[config.mk]
export PLATFORM = sky130hd
export DESIGN_NAME = hs_pwm_irq_mask_regs
export DESIGN_NICKNAME = d
export VERILOG_FILES = /design/src/hs_pwm_gen_unused_guard.sv /design/src/hs_pwm_pkg.sv /design/src/hs_pwm_gen.sv /design/src/hs_pwm_irq_mask_regs.sv
export SDC_FILE = /design/constraint.sdc
export NUM_CORES = 1
export LEC_CHECK = 0
export BUFFER_PORTS_ARGS = -buffer_cell sky130_fd_sc_hd__buf_2
export CAP_MARGIN = 20
export CORE_MARGIN = 4
export CORE_UTILIZATION = 35
export DETAILED_ROUTE_END_ITERATION = 6
export REMOVE_ABC_BUFFERS = 1
export SETUP_SLACK_MARGIN = 0.5
export SLEW_MARGIN = 20
export SYNTH_ARGS = -nofsm -noshare
export SYNTH_HDL_FRONTEND = slang
export SYNTH_SLANG_ARGS = --single-unit
[constraint.sdc]
create_clock -name mclk -period 3.5 [get_ports mclk]
set_clock_uncertainty 0.15 [all_clocks]
set_input_delay 0.525 -clock mclk [delete_from_list [all_inputs] [get_ports mclk]]
set_output_delay 0.525 -clock mclk [all_outputs]
set_load 0.01 [all_outputs]
[src/hs_pwm_gen_unused_guard.sv]
`timescale 1ns/100ps

[src/hs_pwm_pkg.sv]
// Summary of operation
// - bus event with mask bit 2 set gives one low pulse on irq_out_n.
// - temperature event with mask bit 1 set gives one interrupt pulse.
// - supply event with mask bit 0 set gives one interrupt pulse.
// - mask resets to 0x0140; restart clears 15:9 and keeps 8:0.
// - setup bit 14 picks generator period: 0 is 100 Hz, 1 is 200 Hz.
// - duty in bits 13:4 sets on-time in 1/1024 steps; zero off, ones on.
// - bank bits 2:0 pick generator one to four; codes 1xx are ignored.
// - setup bits 15 and 3 always read as zero.
// - setup clears on reset; restart keeps 14:4, clears 15 and 3:0.
// - generators only drive the integrated high-side switches, not bridge inputs.
// - generator output is trusted only after one full period since setup.
// - scratch register holds 16 host bits the block never alters.
// - scratch clears on reset and survives restart and fail-safe.
// - scratch register is reachable only in normal mode.
// - every enabled event gives a fresh pulse, even if flag already set.
// - switch code 0100 follows generator one, next codes generators two to four.
//
// Purpose: constants and types for the high-side generator and mask registers
// Assumes: 10 MHz mclk
// Notes:   register index equals address on the internal register port
package hs_pwm_pkg;
  localparam int          ADDR_W        = 7;
  localparam int          DATA_W        = 16;
  localparam logic [6:0]  ADDR_MASK     = 7'h09;
  localparam logic [6:0]  ADDR_SETUP    = 7'h0A;
  localparam logic [6:0]  ADDR_SCRATCH  = 7'h0B;

  localparam logic [15:0] MASK_RESET    = 16'h0140;
  localparam int          MASK_KEEP_W   = 9;
  localparam int          BIT_SUPPLY    = 0;
  localparam int          BIT_TEMP      = 1;
  localparam int          BIT_BUS       = 2;

  localparam int          BIT_PERIOD    = 14;
  localparam int          DUTY_LSB      = 4;
  localparam int          DUTY_W        = 10;
  localparam int          BANK_LSB      = 0;
  localparam int          BANK_W        = 3;
  localparam int          NUM_GEN       = 4;
  localparam logic [9:0]  DUTY_FULL     = 10'h3FF;

  localparam int          NUM_HS        = 3;
  localparam logic [3:0]  HS_CODE_GEN1  = 4'h4;

  // period times in ns, step = one of 1024 duty slots, rounded down
  localparam int          CLK_NS        = 100;
  localparam int          PERIOD_SLOW_NS = 10_000_000;
  localparam int          PERIOD_FAST_NS = 5_000_000;
  localparam int          STEP_SLOW     = PERIOD_SLOW_NS / (CLK_NS * 1024);
  localparam int          STEP_FAST     = PERIOD_FAST_NS / (CLK_NS * 1024);
  localparam int          STEP_W        = 8;

  typedef struct packed {
    logic       period_fast;
    logic [9:0] duty;
  } gen_cfg_t;

  typedef struct packed {
    logic bus_ev;
    logic temp_ev;
    logic supply_ev;
  } event_t;
endpackage : hs_pwm_pkg

[src/hs_pwm_gen.sv]
// Purpose: one internal high-side generator, 10-bit counter with step divider
// Assumes: cfg stable between load pulses
// Notes:   settled flags one full period after the last load
`timescale 1ns/100ps
module hs_pwm_gen
  import hs_pwm_pkg::*;
(
  // clock and reset
  input  wire logic     mclk,
  input  wire logic     nrst,
  // setup
  input  wire gen_cfg_t cfg,
  input  wire logic     load,
  // output
  output logic          pwm_out,
  output logic          settled
);
  logic [STEP_W-1:0] div;
  logic [9:0]        cnt;
  logic              tick;
  logic [STEP_W-1:0] step_max;

  assign step_max = cfg.period_fast ? STEP_W'(STEP_FAST - 1) : STEP_W'(STEP_SLOW - 1);
  assign tick     = (div == step_max);

  always_ff @(posedge mclk) begin
    if (!nrst || load || tick) begin
      div <= '0;
    end else begin
      div <= div + 1'b1;
    end
  end

  always_ff @(posedge mclk) begin
    if (!nrst || load) begin
      cnt <= '0;
    end else if (tick) begin
      cnt <= cnt + 1'b1;
    end
  end

  always_ff @(posedge mclk) begin
    if (!nrst) begin
      pwm_out <= 1'b0;
    end else begin
      pwm_out <= (cfg.duty == DUTY_FULL) || (cnt < cfg.duty);
    end
  end

  // first period after setup is untrusted
  always_ff @(posedge mclk) begin
    if (!nrst || load) begin
      settled <= 1'b0;
    end else if (tick && cnt == DUTY_FULL) begin
      settled <= 1'b1;
    end
  end
endmodule : hs_pwm_gen

[src/hs_pwm_irq_mask_regs.sv]
// Purpose: interrupt mask, generator setup and host scratch registers
// Assumes: register port and events come from logic on mclk
// Notes:   restart is a one-cycle request from the mode controller
`timescale 1ns/100ps
module hs_pwm_irq_mask_regs
  import hs_pwm_pkg::*;
(
  // clock and reset
  input  wire logic                  mclk,
  input  wire logic                  nrst,
  // device mode
  input  wire logic                  restart,
  input  wire logic                  normal_mode,
  // register port
  input  wire logic                  reg_wr,
  input  wire logic                  reg_rd,
  input  wire logic [ADDR_W-1:0]     reg_addr,
  input  wire logic [DATA_W-1:0]     reg_wdata,
  output logic      [DATA_W-1:0]     reg_rdata,
  // status events
  input  wire event_t                events,
  output logic                       irq_out_n,
  // high-side switches
  input  wire logic [4*NUM_HS-1:0]   highside_switch_cfg,
  output logic      [NUM_HS-1:0]     highside_switch_pwm,
  output logic      [NUM_HS-1:0]     highside_switch_by_gen,
  output logic      [NUM_GEN-1:0]    generator_out,
  output logic      [NUM_GEN-1:0]    generator_settled
);
  logic [MASK_KEEP_W-1:0] mask_bits;
  logic                   generator_period_select;
  logic [DUTY_W-1:0]      generator_duty_value;
  logic [BANK_W-1:0]      generator_bank_select;
  logic [DATA_W-1:0]      host_config_bits;
  gen_cfg_t               gen_cfg [NUM_GEN];
  logic [NUM_GEN-1:0]     gen_load;
  logic [DATA_W-1:0]      next_rdata;
  logic                   wr_mask;
  logic                   wr_setup;
  logic                   wr_scratch;
  logic                   irq_hit;

  // bank codes 1xx name no generator
  function automatic logic bank_valid(input logic [DATA_W-1:0] w);
    return !w[BANK_LSB + BANK_W - 1];
  endfunction : bank_valid

  // generator copy of a setup word
  function automatic gen_cfg_t pack_cfg(input logic [DATA_W-1:0] w);
    return '{period_fast: w[BIT_PERIOD],
             duty:        w[DUTY_LSB +: DUTY_W]};
  endfunction : pack_cfg

  assign wr_mask    = reg_wr && reg_addr == ADDR_MASK;
  assign wr_setup   = reg_wr && reg_addr == ADDR_SETUP;
  assign wr_scratch = reg_wr && reg_addr == ADDR_SCRATCH && normal_mode;

  always_ff @(posedge mclk) begin
    if (!nrst) begin
      mask_bits <= MASK_RESET[MASK_KEEP_W-1:0];
    end else if (wr_mask) begin
      mask_bits <= reg_wdata[MASK_KEEP_W-1:0];
    end
  end

  always_ff @(posedge mclk) begin
    if (!nrst) begin
      generator_period_select <= 1'b0;
      generator_duty_value    <= '0;
      generator_bank_select   <= '0;
    end else if (restart) begin
      generator_bank_select   <= '0;
    end else if (wr_setup) begin
      generator_period_select <= reg_wdata[BIT_PERIOD];
      generator_duty_value    <= reg_wdata[DUTY_LSB +: DUTY_W];
      generator_bank_select   <= reg_wdata[BANK_LSB +: BANK_W];
    end
  end

  // bank decode; codes 1xx load nothing
  // restart outranks a write in the same cycle, so nothing loads then
  always_comb begin
    gen_load = '0;
    if (wr_setup && !restart && bank_valid(reg_wdata)) begin
      gen_load[reg_wdata[BANK_LSB +: $clog2(NUM_GEN)]] = 1'b1;
    end
  end

  // generators feed only the high-side selectors below
  for (genvar g = 0; g < NUM_GEN; g++) begin : gen_slot
    always_ff @(posedge mclk) begin
      if (!nrst) begin
        gen_cfg[g] <= '0;
      end else if (gen_load[g]) begin
        gen_cfg[g] <= pack_cfg(reg_wdata);
      end
    end

    hs_pwm_gen u_gen (
      .mclk    (mclk),
      .nrst    (nrst),
      .cfg     (gen_cfg[g]),
      .load    (gen_load[g]),
      .pwm_out (generator_out[g]),
      .settled (generator_settled[g])
    );
  end

  always_comb begin
    logic [3:0] code;
    logic [3:0] idx;
    code = '0;
    idx  = '0;
    for (int s = 0; s < NUM_HS; s++) begin
      code = highside_switch_cfg[4*s +: 4];
      idx  = code - HS_CODE_GEN1;
      highside_switch_by_gen[s] = (code[3:2] == HS_CODE_GEN1[3:2]);
      highside_switch_pwm[s]    = highside_switch_by_gen[s] && generator_out[idx[1:0]];
    end
  end

  // scratch only cleared by reset; ignored outside normal mode
  always_ff @(posedge mclk) begin
    if (!nrst) begin
      host_config_bits <= '0;
    end else if (wr_scratch) begin
      host_config_bits <= reg_wdata;
    end
  end

  always_comb begin
    next_rdata = '0;
    case (reg_addr)
      ADDR_MASK: begin
        next_rdata[MASK_KEEP_W-1:0] = mask_bits;
      end
      ADDR_SETUP: begin
        next_rdata[BIT_PERIOD]            = generator_period_select;
        next_rdata[DUTY_LSB +: DUTY_W]    = generator_duty_value;
        next_rdata[BANK_LSB +: BANK_W]    = generator_bank_select;
      end
      ADDR_SCRATCH: begin
        next_rdata = normal_mode ? host_config_bits : '0;
      end
      default: begin
        next_rdata = '0;
      end
    endcase
  end

  always_ff @(posedge mclk) begin
    if (!nrst) begin
      reg_rdata <= '0;
    end else if (reg_rd) begin
      reg_rdata <= next_rdata;
    end
  end

  // each enabled event pulse, no flag memory so repeats still fire
  // events come as one-cycle pulses, so no edge detector is needed here
  assign irq_hit = (events.bus_ev    && mask_bits[BIT_BUS])
                || (events.temp_ev   && mask_bits[BIT_TEMP])
                || (events.supply_ev && mask_bits[BIT_SUPPLY]);

  always_ff @(posedge mclk) begin
    if (!nrst) begin
      irq_out_n <= 1'b1;
    end else begin
      irq_out_n <= !irq_hit;
    end
  end
endmodule : hs_pwm_irq_mask_regs

==> run_results.csv <==
group,metric,value,unit
outcome,status,"complete, no violations",
logic_synthesis,yosysMostFrequentCell,"dfxtp_1",
floorplan,num_rows,58,
logic_synthesis,synth_area_per_cell,9.31,µm²
sta,period_minus_slack,2260,ps
placement,pre_cts_slack,816,ps
drt,drt-initial-drc-count,479,
min_path,hold_path.class,"input pin to register",
logic_synthesis,synthArstFlopShare,0,
drt,wire_per_inst,15.3,µm
drt,vias,7269,
critical_path,setup.worst_path.class,"input pin to register",
sta,hold_viol_final,0,
sta,relSlewSlack,0.364,
finish,area_growth,13.3,%
logic_synthesis,synthSimpleGateAreaFrac,0.263,
clock_network,cts-resized-gates,0,
finish,stdcell_count,1379,
power,p_switching,0.00101,W
floorplan,start_util,0.360,
logic_synthesis,ys_ff_latch,180,
global_route,grt_pass1_wl,35500,µm
critical_path,reg2reg_depth,4,
placement,gp_congestion,0.813,
critical_path,cp_data_required_time,3400,ps
clock_network,root_buffer,"clkbuf_16",
logic_synthesis,syn-cell-area,9170,µm²
logic_synthesis,synth_edf_count,44,
sta,hold_ws,190,ps
power,power_leakage,4.07,nW
critical_path,cp-start-kind,"input pin",
logic_synthesis,seq_area_frac_synth,0.441,
logic_synthesis,synth.largest_area_cell,"dfxtp_1",
logic_synthesis,yosys-top-cells-area,"dfxtp_1 (30%), edfxtp_1 (14%), nand3_1 (6.6%), ha_1 (6.0%), mux2i_1 (3.8%)",
clock_network,numCtsBuffers,17,
run,max_cap_violations,0,
critical_path,cp_max_fo,19,
logic_synthesis,synth_cells,985,
logic_synthesis,yosysWarnings,0,
clock_network,post_cts_buffers,0,
power,internal_power,0.00337,W
clock_network,clock-sinks,180,
power,powerDensity,422,nW/µm²
power,swShare,0.230,
global_route,grt_pass1_vias,6937,
clock_network,holdBufCountCts,0,
global_route,antenna_found_initial,0,
finish,multiInputGateArea,4650,µm²
finish,regArea,4040,µm²
power,p_comb_frac,0.054,
drt,drt_first_pass_iters,5,
floorplan,die_width,170,µm
logic_synthesis,synth_top_family_by_area,"simple AND/OR/NAND/NOR gates",
drt,drc_errors,0,
sta,fmax,442,MHz
sta,fin_setup_tns,0,ps
placement,hpwl,15000,µm
drt,vias_per_cell,5.27,
min_path,holdPathStages,3,
critical_path,cp.arrival,2170,ps
global_route,overflow,0,
global_route,gr-usage-all-layers,0.149,
finish,finish.net_count,1124,
power,p_seq_frac,0.503,
sta,drv_slew,0,
logic_synthesis,synth_compound_area_frac,0.116,
sta,period_share,0.647,
logic_synthesis,synth_xor_area_frac,0.0229,
clock_network,cts_htree_levels,4,
logic_synthesis,muxShareOfSynthArea,0.0456,
drt,ant_nets,0,
floorplan,fp.dieArea,28900,µm²
clock_network,insertion_delay,420,ps
sta,setup_violations,0,
sta,worst_slew_pin_slew,954,ps
floorplan,core,25500,µm²
drt,drt_wl_total,21100,µm
logic_synthesis,synth-main-ff-cell,"dfxtp_1",
logic_synthesis,yosys.area_share.adder,0.0600,
sta,layout_setup_ws,1240,ps
finish,diodes,0,
global_route,grt_max_degree,45,
finish,fill_cells,2509,
finish,drive_gt1_frac,0.133,
sta,rsz0062_at_grt,"no",
placement,portBuffers,74,
logic_synthesis,synth_cell_types,69,
placement,placed_cells,1347,
logic_synthesis,synth_top_area_share,0.297,
power,pwr-share-clk,0.443,
clock_network,cts_buffer_depth,2,
clock_network,tritoncts,"yes",
floorplan,ioPinCount,75,
logic_synthesis,synthTopCellsByCount,"dfxtp_1 (136), nand3_1 (120), and2_1 (53)",
critical_path,cp-end-kind,"register",
clock_network,clk_pin_slew,70,ps
power,vdd_drop_max,0.317,mV
floorplan,die_h,170,µm
==> cell families (layout without fill, tap and decap cells) <==
logic type	Yosys count	after routing
muxes	38	38
DFF	180	180
xor gates and xnor gates	24	24
and+or+nand+nor	433	433
AOI/OAI and AO/OA	156	156
buffers and inverters	110	174
adders and majority gates	44	44
==> final timing paths <==
check | startpoint | end | slack [ps]
max | reg_wr | gen_cfg[2][3] | 1240
min | reg_wdata[15] | host_config_bits[15] | 190
max reg2reg | gen_slot[0].u_gen.div[3] | gen_slot[0].u_gen.cnt[3] | 1250
min reg2reg | gen_slot[1].u_gen.settled | gen_slot[1].u_gen.settled | 300
==> cell usage in the layout (no fill, tap or decap), types with 5 or more instances in the layout <==
cell,count
a211oi_1,5
ha_1,44
a22o_1,8
and3_1,7
or3_1,10
and2_1,53
nand4_1,35
a21o_1,8
xor2_1,19
buf_2,73
nand3b_1,18
o21ai_0,44
nor2_1,41
nor3b_1,9
clkbuf_16,18
a31oi_1,5
a2111oi_0,5
edfxtp_1,44
or4_1,5
nand2_1,52
mux2i_1,35
nand3_1,120
nor3_1,25
dfxtp_1,136
nor2b_1,16
nand2b_1,15
o2bb2ai_1,8
buf_4,17
inv_1,51
xnor2_1,5
a21oi_1,47
==> power by group through the flow <==
stage	Sequential (W)	Combinational, W	Clock (W)
4_1_cts	0.00220	0.000240	0.00198
5_1_grt	0.00221	0.000265	0.00208
6_report	0.00220	0.000238	0.00194
2_1_floorplan	0.00224	0.000117	0
3_5_place_dp	0.00225	0.000239	0
3_3_place_gp	0.00225	0.000233	0
==> routing by layer <==
metal	GRT usage	up-vias	part of all wire
met5	0	-	0
met4	0.0385	0	0.012
met3	0.0258	15	0.044
met2	0.235	154	0.45
met1	0.212	3433	0.49
li1	-	3667	-
==> per-stage QoR <==
step | utilization | instance area, µm² | power [W]
2_1_floorplan | - | 8890 | 0.00236
3_3_place_gp | 0.384 | 9790 | 0.00248
3_5_place_dp | 0.384 | 9790 | 0.00249
4_1_cts | 0.408 | 10400 | 0.00443
5_1_grt | 0.408 | 10400 | 0.00455
6_report | 0.408 | 10400 | 0.00438
==> cell type report <==
class                      count  share of cell area
timing repair buffer          90              0.0475
tap                          330              0.0398
sequential                   180               0.389
multi-input combinational    695               0.448
clock buffer                  21              0.0454
inverter                      52              0.0188
clock inverter                11              0.0116
==> flip-flops by register name, indices dropped and copies added, names as in the netlist <==
signal                   flops
host_config_bits            16
irq_out_n                    1
reg_rdata                   16
gen_slot.u_gen.div          32
gen_slot.u_gen.pwm_out       4
generator_period_select      1
gen_slot.u_gen.settled       4
generator_bank_select        3
generator_duty_value        10
gen_cfg                     44
mask_bits                    9
gen_slot.u_gen.cnt          40
==> critical path: stages <==
cell	delay, ps
buf_2	210
nor4b_1	580
nand4_1	250
nand2_1	600
Power figures use the tool's default switching activity.
